### config.mk
export PLATFORM = sky130hd
export DESIGN_NAME = gpio_port
export DESIGN_NICKNAME = d
export VERILOG_FILES = /design/src/rtl/gpio_port_pkg.sv /design/src/rtl/gpio_port.sv
export SDC_FILE = /design/constraint.sdc
export NUM_CORES = 1
export LEC_CHECK = 0
export BUFFER_PORTS_ARGS = -buffer_cell sky130_fd_sc_hd__buf_2
export CAP_MARGIN = 25
export CORE_MARGIN = 2
export CORE_UTILIZATION = 40
export CTS_CLUSTER_DIAMETER = 120
export DETAILED_ROUTE_END_ITERATION = 8
export PLACE_DENSITY_LB_ADDON = 0.3
export RECOVER_POWER = 50
export SETUP_SLACK_MARGIN = 0.5
export SKIP_LAST_GASP = 1
export SLEW_MARGIN = 20
export SYNTH_ARGS = -nofsm -noshare
export SYNTH_HDL_FRONTEND = slang
export SYNTH_SLANG_ARGS = --single-unit
### constraint.sdc
create_clock -name clk_sys_i -period 4.45 [get_ports clk_sys_i]
set_input_delay 0.445 -clock clk_sys_i [delete_from_list [all_inputs] [get_ports clk_sys_i]]
set_output_delay 0.445 -clock clk_sys_i [all_outputs]
set_load 0.1 [all_outputs]
### src/rtl/gpio_port_pkg.sv
/*
  Constants, types and register map of the general purpose I/O port block.
  Assumes a 32-bit classic Wishbone bus with 8-bit registers in the low byte.
*/
package gpio_port_pkg;

  // ----------------------------------------------------------------
  // Register byte offsets
  // ----------------------------------------------------------------
  localparam logic [7:0] FIRST_PORT_OFS = 8'h00;
  localparam logic [7:0] FIRST_DIR_OFS = 8'h04;
  localparam logic [7:0] FIRST_LAT_OFS = 8'h08;
  localparam logic [7:0] CONV_CTRL_OFS = 8'h0C;
  localparam logic [7:0] SEG_EN_ONE_OFS = 8'h10;
  localparam logic [7:0] SEG_EN_TWO_OFS = 8'h14;
  localparam logic [7:0] INT_CTRL_TWO_OFS = 8'h18;
  localparam logic [7:0] SEVENTH_PORT_OFS = 8'h1C;
  localparam logic [7:0] SEVENTH_DIR_OFS = 8'h20;
  localparam logic [7:0] SEVENTH_LAT_OFS = 8'h24;

  // ----------------------------------------------------------------
  // Reset values
  // ----------------------------------------------------------------
  localparam logic [7:0] DIR_RST = 8'hFF;
  localparam logic [7:0] LAT_RST = 8'h00;
  localparam logic [7:0] CONV_CTRL_RST = 8'h00;
  localparam logic [7:0] SEG_EN_RST = 8'h00;
  localparam logic [7:0] CTRL_RST = 8'h00;

  // ----------------------------------------------------------------
  // Field positions
  // ----------------------------------------------------------------
  localparam int PCFG_LSB = 0;
  localparam int CONV_CTRL_MSB = 5;
  localparam int SECOND_PU_BIT = 7;
  localparam int FOURTH_PU_BIT = 5;
  localparam int FIFTH_PU_BIT = 6;
  localparam int NINTH_PU_BIT = 7;
  localparam int SEVENTH_PINS = 5;
  localparam int OD_LSB = 5;
  localparam int TIMER_PIN = 4;
  localparam int OSC_LO_PIN = 6;
  localparam int SEG14_BIT = 6;
  localparam int SEG15_BIT = 7;
  localparam int SEG18_BIT = 2;
  localparam logic [3:0] PCFG_ALL_ANALOG_MAX = 4'h6;
  localparam logic [7:0] ANALOG_PINS = 8'h2F;

  typedef struct packed {
    logic [7:0] out;
    logic [7:0] oe;
  } pin_drive_t;

  typedef struct packed {
    logic [2:0] seg;
    logic timer_clk;
  } periph_t;

endpackage

### src/rtl/gpio_port.sv
/*
  General purpose I/O port block: first port with analog, oscillator and
  display segment sharing, pull-up and open-drain control bits, and a
  five-pin seventh port. Assumes a classic Wishbone master on clk_sys_i
  and pad cells that turn out/oe/pull-up enables into pin levels.
*/
// How it works
// - Pin-read register returns synchronised pin levels, not the latch.
// - Writing the pin-read address stores into the output latch.
// - Direction bit one turns the pin driver off, pin is input.
// - Direction bit zero drives the pin from its latch bit.
// - Latch register reads back the latched value for read-modify-write.
// - Each port has direction, pin-read and latch registers.
// - An enabled segment or external oscillator takes the pin away from I/O; analog pins only read zero.
// - Second, fourth, fifth and ninth ports get weak pull-up enables.
// - Pull-up bits: interrupt control two bit 7, seventh port bits 7:5.
// - Open-drain bits for serial, SPI, capture outputs in seventh regs.
// - First port is eight bits, bidirectional, own direction and latch.
// - Bit 4 shares timer clock and segment; 5,3:0 share analog.
// - Port configuration field picks analog or digital for those pins.
// - Reset makes 5,3:0 analog reading zero, bit 4 digital input.
// - External oscillator owns bits 6,7; direction and latch read zero.
// - Internal oscillator select frees bits 6,7 as digital I/O.
// - Bits 1, 4, 5 are I/O only while segment enables are clear.
`timescale 1ns/1ps
module gpio_port
  import gpio_port_pkg::*;
(
  input wire logic clk_sys_i, // System clock, 25 MHz
  input wire logic rst_b_i, // Async reset, active low
  input wire logic wb_cyc_i, // Wishbone cycle
  input wire logic wb_stb_i, // Wishbone strobe
  input wire logic wb_we_i, // Wishbone write enable
  input wire logic [3:0] wb_sel_i, // Wishbone byte selects
  input wire logic [7:0] wb_adr_i, // Wishbone byte address
  input wire logic [31:0] wb_dat_i, // Wishbone write data
  output logic [31:0] wb_dat_o, // Wishbone read data
  output logic wb_ack_o, // Wishbone acknowledge
  input wire logic [7:0] first_port_in_i, // First port pin levels
  output pin_drive_t first_port_o, // First port drive and enable
  input wire logic [4:0] seventh_port_in_i, // Seventh port pin levels
  output logic [4:0] seventh_port_out_o, // Seventh port drive value
  output logic [4:0] seventh_port_oe_o, // Seventh port drive enable
  input wire logic oscillator_select_cfg_i, // 1: external oscillator mode
  input wire logic [2:0] seg_drive_i, // Segment 18,14,15 drive levels
  output periph_t periph_o, // Segment enables, timer clock
  output logic [3:0] pullup_en_o, // Pull-ups: ninth,fifth,fourth,second
  output logic [5:0] open_drain_o // Open-drain enables per module
);

  // ----------------------------------------------------------------
  // Register state
  // ----------------------------------------------------------------
  logic [7:0] first_port_direction_reg;
  logic [7:0] output_latch_reg;
  logic [7:0] converter_control_one_reg;
  logic [7:0] segment_enable_one_reg;
  logic [7:0] segment_enable_two_reg;
  logic [7:0] interrupt_control_two_reg;
  logic [7:0] seventh_port_ctrl_reg;
  logic [7:0] seventh_port_direction_reg;
  logic [7:0] seventh_port_latch_reg;
  logic [7:0] first_sync1_reg;
  logic [7:0] first_sync2_reg;
  logic [4:0] seventh_sync1_reg;
  logic [4:0] seventh_sync2_reg;
  logic osc_sync1_reg;
  logic osc_ext_reg;

  logic bus_req;
  logic wr_en;
  logic [7:0] wr_byte;
  logic [7:0] analog_mask;
  logic [7:0] seg_mask;
  logic [7:0] osc_mask;
  logic [7:0] first_read;
  logic [7:0] dir_read;
  logic [7:0] lat_read;
  logic [7:0] rd_byte;
  pin_drive_t first_next;

  // Analog pins in mask form; zero means all digital
  function automatic logic [7:0] analog_of(input logic [3:0] pcfg);
    analog_of = (pcfg <= PCFG_ALL_ANALOG_MAX) ? ANALOG_PINS : 8'h00;
  endfunction

  function automatic logic hit(input logic [7:0] ofs);
    hit = wr_en && (wb_adr_i == ofs);
  endfunction

  // ----------------------------------------------------------------
  // Bus decode
  // ----------------------------------------------------------------
  // Ack is withheld for the cycle after it is given, so a held request
  // is taken exactly once.
  assign bus_req = wb_cyc_i && wb_stb_i && !wb_ack_o;
  assign wr_en = bus_req && wb_we_i && wb_sel_i[0];
  assign wr_byte = wb_dat_i[7:0];

  always_ff @(posedge clk_sys_i or negedge rst_b_i)
  begin
    if (!rst_b_i)
      wb_ack_o <= 1'b0;
    else
      wb_ack_o <= bus_req;
  end

  // ----------------------------------------------------------------
  // Synchronisers
  // ----------------------------------------------------------------
  always_ff @(posedge clk_sys_i or negedge rst_b_i)
  begin
    if (!rst_b_i)
    begin
      first_sync1_reg <= 8'h00;
      first_sync2_reg <= 8'h00;
      seventh_sync1_reg <= 5'h00;
      seventh_sync2_reg <= 5'h00;
      osc_sync1_reg <= 1'b0;
      osc_ext_reg <= 1'b0;
    end
    else
    begin
      first_sync1_reg <= first_port_in_i;
      first_sync2_reg <= first_sync1_reg;
      seventh_sync1_reg <= seventh_port_in_i;
      seventh_sync2_reg <= seventh_sync1_reg;
      osc_sync1_reg <= oscillator_select_cfg_i;
      osc_ext_reg <= osc_sync1_reg;
    end
  end

  // ----------------------------------------------------------------
  // First port registers
  // ----------------------------------------------------------------
  always_ff @(posedge clk_sys_i or negedge rst_b_i)
  begin
    if (!rst_b_i)
      first_port_direction_reg <= DIR_RST;
    else if (hit(FIRST_DIR_OFS))
      first_port_direction_reg <= wr_byte;
  end

  always_ff @(posedge clk_sys_i or negedge rst_b_i)
  begin
    if (!rst_b_i)
      output_latch_reg <= LAT_RST;
    else if (hit(FIRST_LAT_OFS) || hit(FIRST_PORT_OFS))
      output_latch_reg <= wr_byte;
  end

  always_ff @(posedge clk_sys_i or negedge rst_b_i)
  begin
    if (!rst_b_i)
      converter_control_one_reg <= CONV_CTRL_RST;
    else if (hit(CONV_CTRL_OFS))
      converter_control_one_reg <= {2'b00, wr_byte[CONV_CTRL_MSB:0]};
  end

  always_ff @(posedge clk_sys_i or negedge rst_b_i)
  begin
    if (!rst_b_i)
    begin
      segment_enable_one_reg <= SEG_EN_RST;
      segment_enable_two_reg <= SEG_EN_RST;
    end
    else
    begin
      if (hit(SEG_EN_ONE_OFS))
        segment_enable_one_reg <= wr_byte;
      if (hit(SEG_EN_TWO_OFS))
        segment_enable_two_reg <= wr_byte;
    end
  end

  // ----------------------------------------------------------------
  // Pull-up and open-drain control registers
  // ----------------------------------------------------------------
  always_ff @(posedge clk_sys_i or negedge rst_b_i)
  begin
    if (!rst_b_i)
    begin
      interrupt_control_two_reg <= CTRL_RST;
      seventh_port_ctrl_reg <= CTRL_RST;
    end
    else
    begin
      if (hit(INT_CTRL_TWO_OFS))
        interrupt_control_two_reg <= wr_byte;
      if (hit(SEVENTH_PORT_OFS))
        seventh_port_ctrl_reg <= wr_byte;
    end
  end

  always_ff @(posedge clk_sys_i or negedge rst_b_i)
  begin
    if (!rst_b_i)
    begin
      seventh_port_direction_reg <= DIR_RST;
      seventh_port_latch_reg <= LAT_RST;
    end
    else
    begin
      if (hit(SEVENTH_DIR_OFS))
        seventh_port_direction_reg <= wr_byte;
      if (hit(SEVENTH_LAT_OFS) || hit(SEVENTH_PORT_OFS))
        seventh_port_latch_reg[SEVENTH_PINS-1:0] <= wr_byte[SEVENTH_PINS-1:0];
      if (hit(SEVENTH_LAT_OFS))
        seventh_port_latch_reg[7:SEVENTH_PINS] <= wr_byte[7:SEVENTH_PINS];
    end
  end

  // ----------------------------------------------------------------
  // Pin sharing
  // ----------------------------------------------------------------
  assign analog_mask = analog_of(converter_control_one_reg[PCFG_LSB+:4]);
  assign seg_mask = {2'b00, segment_enable_one_reg[SEG15_BIT],
                     segment_enable_one_reg[SEG14_BIT], 2'b00,
                     segment_enable_two_reg[SEG18_BIT], 1'b0};
  assign osc_mask = osc_ext_reg ? 8'hC0 : 8'h00;

  // Analog and oscillator pins read zero; segment pins read zero as well
  assign first_read = first_sync2_reg & ~analog_mask & ~osc_mask & ~seg_mask;
  assign dir_read = first_port_direction_reg & ~osc_mask;
  assign lat_read = output_latch_reg & ~osc_mask;

  always_comb
  begin
    // Driver follows direction even on analog pins; software keeps it set
    first_next.oe = ~first_port_direction_reg & ~osc_mask;
    first_next.out = output_latch_reg & ~osc_mask;
    // Enabled segment drivers override all other functions
    if (seg_mask[1])
    begin
      first_next.oe[1] = 1'b1;
      first_next.out[1] = seg_drive_i[2];
    end
    if (seg_mask[TIMER_PIN])
    begin
      first_next.oe[TIMER_PIN] = 1'b1;
      first_next.out[TIMER_PIN] = seg_drive_i[1];
    end
    if (seg_mask[5])
    begin
      first_next.oe[5] = 1'b1;
      first_next.out[5] = seg_drive_i[0];
    end
  end

  // ----------------------------------------------------------------
  // Registered outputs
  // ----------------------------------------------------------------
  always_ff @(posedge clk_sys_i or negedge rst_b_i)
  begin
    if (!rst_b_i)
    begin
      first_port_o <= '0;
      seventh_port_out_o <= 5'h00;
      seventh_port_oe_o <= 5'h00;
      periph_o <= '0;
    end
    else
    begin
      first_port_o <= first_next;
      seventh_port_out_o <= seventh_port_latch_reg[SEVENTH_PINS-1:0];
      seventh_port_oe_o <= ~seventh_port_direction_reg[SEVENTH_PINS-1:0];
      periph_o.seg <= {seg_mask[1], seg_mask[TIMER_PIN], seg_mask[5]};
      periph_o.timer_clk <= first_sync2_reg[TIMER_PIN];
    end
  end

  always_ff @(posedge clk_sys_i or negedge rst_b_i)
  begin
    if (!rst_b_i)
    begin
      pullup_en_o <= 4'h0;
      open_drain_o <= 6'h00;
    end
    else
    begin
      pullup_en_o <= {seventh_port_ctrl_reg[NINTH_PU_BIT],
                      seventh_port_ctrl_reg[FIFTH_PU_BIT],
                      seventh_port_ctrl_reg[FOURTH_PU_BIT],
                      interrupt_control_two_reg[SECOND_PU_BIT]};
      open_drain_o <= {seventh_port_latch_reg[7:OD_LSB],
                       seventh_port_direction_reg[7:OD_LSB]};
    end
  end

  // ----------------------------------------------------------------
  // Read mux
  // ----------------------------------------------------------------
  always_comb
  begin
    unique case (wb_adr_i)
      FIRST_PORT_OFS: rd_byte = first_read;
      FIRST_DIR_OFS: rd_byte = dir_read;
      FIRST_LAT_OFS: rd_byte = lat_read;
      CONV_CTRL_OFS: rd_byte = converter_control_one_reg;
      SEG_EN_ONE_OFS: rd_byte = segment_enable_one_reg;
      SEG_EN_TWO_OFS: rd_byte = segment_enable_two_reg;
      INT_CTRL_TWO_OFS: rd_byte = interrupt_control_two_reg;
      SEVENTH_PORT_OFS: rd_byte = {seventh_port_ctrl_reg[7:SEVENTH_PINS],
                                   seventh_sync2_reg};
      SEVENTH_DIR_OFS: rd_byte = seventh_port_direction_reg;
      SEVENTH_LAT_OFS: rd_byte = seventh_port_latch_reg;
      default: rd_byte = 8'h00;
    endcase
  end

  always_ff @(posedge clk_sys_i or negedge rst_b_i)
  begin
    if (!rst_b_i)
      wb_dat_o <= 32'h0000_0000;
    else if (bus_req && !wb_we_i)
      wb_dat_o <= {24'h00_0000, rd_byte};
  end

endmodule

* Yosys cells after proc, flatten, opt, wreduce, memory -nomap -nowiden
Cells that the tools add are included.
Widths: inputs -> output; s select.
** Cells by class
- Order comparisons :: 1
- Equality and inequality tests :: 9
- Multiplexer cells :: 9
- Bitwise logic cells :: 11
- Reductions and logical operators :: 20
** Operators with widths (count)
- $pmux 8 s10 :: 1
- $and 8x8->8 :: 6
- $eq 8x5->1 const B :: 4
- $eq 8x4->1 const B :: 2
- $eq 8x6->1 const B :: 2
- $not 6->8 :: 2
- $not 8->8 :: 2
- $logic_and 1x1->1 :: 15
- $eq 8x3->1 const B :: 1
- $logic_not 8->1 :: 1
- $mux 8 :: 1
- $mux 1 :: 6
- $mux 6 :: 1
- $not 5->5 :: 1
- $le 4x3->1 const B :: 1
- $logic_not 1->1 :: 2
- $logic_or 1x1->1 :: 2
** Storage, ports and cells
- Register bits :: 147
- Input bits :: 66
- Output and inout port bits :: 73
- Word-level logic and storage cells :: 76

* Longest topological paths before layout
- Word-level depth :: 7
- Depth in mapped cells :: 8
- Mapped depth without buffers :: 5

* Worst setup path before layout
Ideal clock, no wire load.
- Kind :: reg2reg
- Start :: reg wb_ack_o
- End :: reg output_latch_reg[0]
- Library setup time :: 125 ps
- Arrival :: 2159 ps
- Required time :: 4325 ps
- Setup slack :: 2166 ps
- Cell stages (with the launch flop) :: 7
- Buffers on the path :: 1
- Clock period less this slack :: 2284 ps
- Cell sequence :: dfrtp_1 and3b_1 and3_1 buf_2 nand2_2 nor4_4 mux2_2
** On the way
- Word-level cells in the longest chain between the ends :: 6
- Elaborated cells between the ends (all ways) :: 7
- Classes of those cells :: reduce/logical: 7
** Ends and longest elaborated chain
- start, declared :: RTL line gpio_port.sv:38 : output logic wb_ack_o,
- start signal, assigned :: RTL line gpio_port.sv:105 : wb_ack_o <= bus_req;
- $logic_not 1->1 * :: RTL line gpio_port.sv:96 : assign bus_req = wb_cyc_i && wb_stb_i && !wb_ack_o;
- $logic_and 1x1->1 * :: RTL line gpio_port.sv:96
- via bus_req :: RTL line gpio_port.sv:70 : logic bus_req;
- $logic_and 1x1->1 * (2 in series) :: RTL line gpio_port.sv:97 : assign wr_en = bus_req && wb_we_i && wb_sel_i[0];
- $logic_and 1x1->1 :: RTL line gpio_port.sv:88 : hit = wr_en && (wb_adr_i == ofs);
- $logic_or 1x1->1 * :: RTL line gpio_port.sv:148 : else if (hit(FIRST_LAT_OFS) || hit(FIRST_PORT_OFS))
- end signal, assigned :: RTL line gpio_port.sv:149 : output_latch_reg <= wr_byte;
- end, declared :: RTL line gpio_port.sv:55 : logic [7:0] output_latch_reg;
The timed path passes the listed nets; every way through them passes the cells marked *.
A chain may end at the register's enable or synchronous reset.

==> reports/qor.csv <==
stage,metric,value,unit
cts,clkLatencyLatePin,0.42,ns
cts,clk_path_buf_depth,2,
synthesis,synth_sequential_area_ratio,62.9,%
status,status,completed,
critical_path,crit_type,in2async,
cts,h-tree-depth,4,
synthesis,avgSynthCellArea,13.8,µm²
synthesis,netlist_area,5680,µm²
cts,path_clk_slew,0.06,ns
detailed_routing,ant_nets,0,
worst_hold_path,min_to,first_sync1_reg[4]$_DFF_PN0_,
die,die_w,123,µm
grt,grt-ovfl-total,0,
finish,fin_cells,697,
finish,antenna_cells,0,
finish,nNetsFinal,570,
flow_run,max-cap-violations,0,
die,core,13900,µm²
synthesis,synthCells,413,
detailed_routing,vias,3581,
detailed_routing,wl_per_cell,18.1,µm
cts,cts_sinks,142,
worst_hold_path,worstHoldStart,first_port_in_i[4],
synthesis,async_flop_share,100,%
detailed_routing,routed_wl,12600,µm
grt,grt_usage,18.0,%
cts,post-cts-setup-buffers,0,
grt,antenna_found_initial,0,
finish,drive_gt1_share,40.8,%
critical_path,crit_start,rst_b_i,
timing,worstMarginPinSlew,1.48,ns
critical_path,reg2reg_slack,2.15,ns
cts,cts_tree,yes,
detailed_routing,drc,0,
finish,utilization,49.0,%
synthesis,synth_commonest_cells,"dfrtp_1, mux2_2, buf_4, nand2_1, o21ai_0",
timing,slew_violations,0,
power_and_ir_drop,power.density,432,nW/µm²
worst_hold_path,holdPathStages,1,
power_and_ir_drop,fin_total_pwr,2.94,mW
timing,fin_worst_skew,0.00899,ns
critical_path,r2r_cells,5,
die,dieArea,15200,µm²
timing,fmax,0.406,GHz
power_and_ir_drop,p_leak,3.30,nW
synthesis,synth.yosys.warnings,0,
timing,rsz0062_at_grt,false,
timing,timing.final.crit_share,55.4,%
critical_path,crit_path_end_kind,asynchronous set/reset pin,
die,die_h,123,µm
critical_path,r2r_end,output_latch_reg[5]$_DFFE_PN0P_,
grt,first_global_vias,3597,
timing,hold_viol_final,0,
die,io_pins,139,
power_and_ir_drop,ir_drop,0.258,mV
synthesis,ys_top_cells_by_area,"dfrtp_1, mux2_2, dfstp_2, buf_4, mux2i_1",
finish,largest_register,first_port_o,
synthesis,synth_area_leader_cell,dfrtp_1,
grt,grt_pass1_wl,19800,µm
finish,area_growth,19.6,%
critical_path,r2r_start,wb_ack_o$_DFF_PN0_,
place,port-buffer-count,87,
place,dp.cells,663,
timing,min_period,2.46,ns
detailed_routing,first_iter_violations,200,
die,start_util,40.9,%
synthesis,synth-main-ff-cell,dfrtp_1,
timing,setup_viol,0,
synthesis,synth_most_common_cell,dfrtp_1,
critical_path,crit_arrival,2.99,ns
detailed_routing,drtPass1Iterations,5,
worst_hold_path,hold_path.class,in2reg,
finish,largest_reg_flops,16,
detailed_routing,vias_per_cell,5.14,
synthesis,synth-seq-cells,142,
critical_path,cp_max_fo,82,
grt,grt_max_degree,109,
place,gp_congestion,0.850,
cts,cts_buffers,17,
synthesis,yosysUniqueCellTypes,49,
cts,clockRootBuffer,clkbuf_16,
place,hpwlAfterDp,8500,µm
timing,tns,0,ns
synthesis,synth_top_area_share,55.5,%
critical_path,crit_required,4.97,ns
critical_path,startpoint_type,primary input,
timing,maxSlewHeadroom,1.11,%
synthesis,synth_edf_count,0,
die,row_count,43,
==> worst max path at each step <==
| stage | to | slack (ns) |
|---|---|---|
| after CTS | interrupt_control_two_reg[5]$_DFFE_PN0P_ | 2.07 |
| after global routing | seventh_port_direction_reg[6]$_DFFE_PN1P_ | 1.57 |
| after detailed placement | interrupt_control_two_reg[5]$_DFFE_PN0P_ | 1.61 |
| after global placement | interrupt_control_two_reg[0]$_DFFE_PN0P_ | 1.65 |
| final | seventh_port_direction_reg[6]$_DFFE_PN1P_ | 1.99 |
| after floorplan | output_latch_reg[0]$_DFFE_PN0P_ | 2.17 |
==> through the flow <==
| stage | area, µm² | setup WS, ns | hold slack [ns] |
|---|---|---|---|
| 5_1_grt | 6800 | 1.57 | 0.107 |
| 4_1_cts | 6770 | 2.07 | 0.111 |
| 3_5_place_dp | 6180 | 1.61 | 0.336 |
| 3_3_place_gp | 6180 | 1.65 | 0.331 |
| 2_1_floorplan | 5770 | 2.17 | 0.149 |
| 6_report | 6800 | 1.99 | 0.123 |
==> kinds of logic (layout without fill, tap and decap cells) <==
family	count (synthesis)	count (layout)	synth area share, %
mux	83	83	16.9
buf+inv	53	134	5.53
flops	142	142	62.9
simple gates	86	86	9.05
compound gates	48	48	5.60
other cells	1	24	0.0660
==> where the power goes <==
part / total (mW) / switching [mW] / internal, mW
Sequential: 1.33 / 0.00976 / 1.32
Combinational: 0.238 / 0.200 / 0.0381
Clock: 1.37 / 0.538 / 0.837
==> cell usage in the layout (no fill, tap or decap), drive strengths merged, types with 2 or more instances in the layout <==
master,synthesis,layout
o21ai,19,19
mux4,3,3
nand4,2,2
nor2,11,11
nor3,7,7
nand3,11,11
nor4,5,5
a31oi,4,4
a22o,3,3
mux2i,9,9
a221oi,2,2
nor2b,3,3
dfstp,16,16
a21oi,2,2
inv,9,11
o22ai,3,3
and3,6,6
clkinv,0,7
conb,1,24
nor4b,4,4
clkbuf,3,19
a32oi,3,3
mux2,71,71
dfrtp,126,126
clkinvlp,0,3
a22oi,4,4
nand3b,4,4
nor4bb,2,2
nand2,23,23
buf,41,91
bufinv,0,2
nand2b,4,4
==> area by class of cell <==
type	instances	area [µm²]
fill	1221	7090
sequential	142	3570
multi-input combinational	241	1880
timing repair buffer	93	502
clock buffer	18	439
tap	180	225
clock inverter	14	143
inverter	9	33.8
==> worst max-delay path: stages <==
cell and delay [ns]:
dlygate4sd3_1 0.52, clkbuf_1 1.07, buf_16 0.41, buf_4 0.47
==> what timing repair did <==
action,CTS,global route
gates resized for setup,0,0
hold buffers,0,1
endpoints found under the hold margin,0,23
==> metal layers <==
metal / global-route usage, % / share of wire, % / wire (µm) / vias up
met5: 0 / 0 / 0 / -
met4: 7.81 / 2.7 / 346 / 0
met3: 5.90 / 8.5 / 1070 / 27
met2: 27.2 / 47 / 5950 / 162
met1: 23.7 / 42 / 5260 / 1778
li1: - / - / - / 1614
No activity file was read; power rests on OpenSTA's default activity.
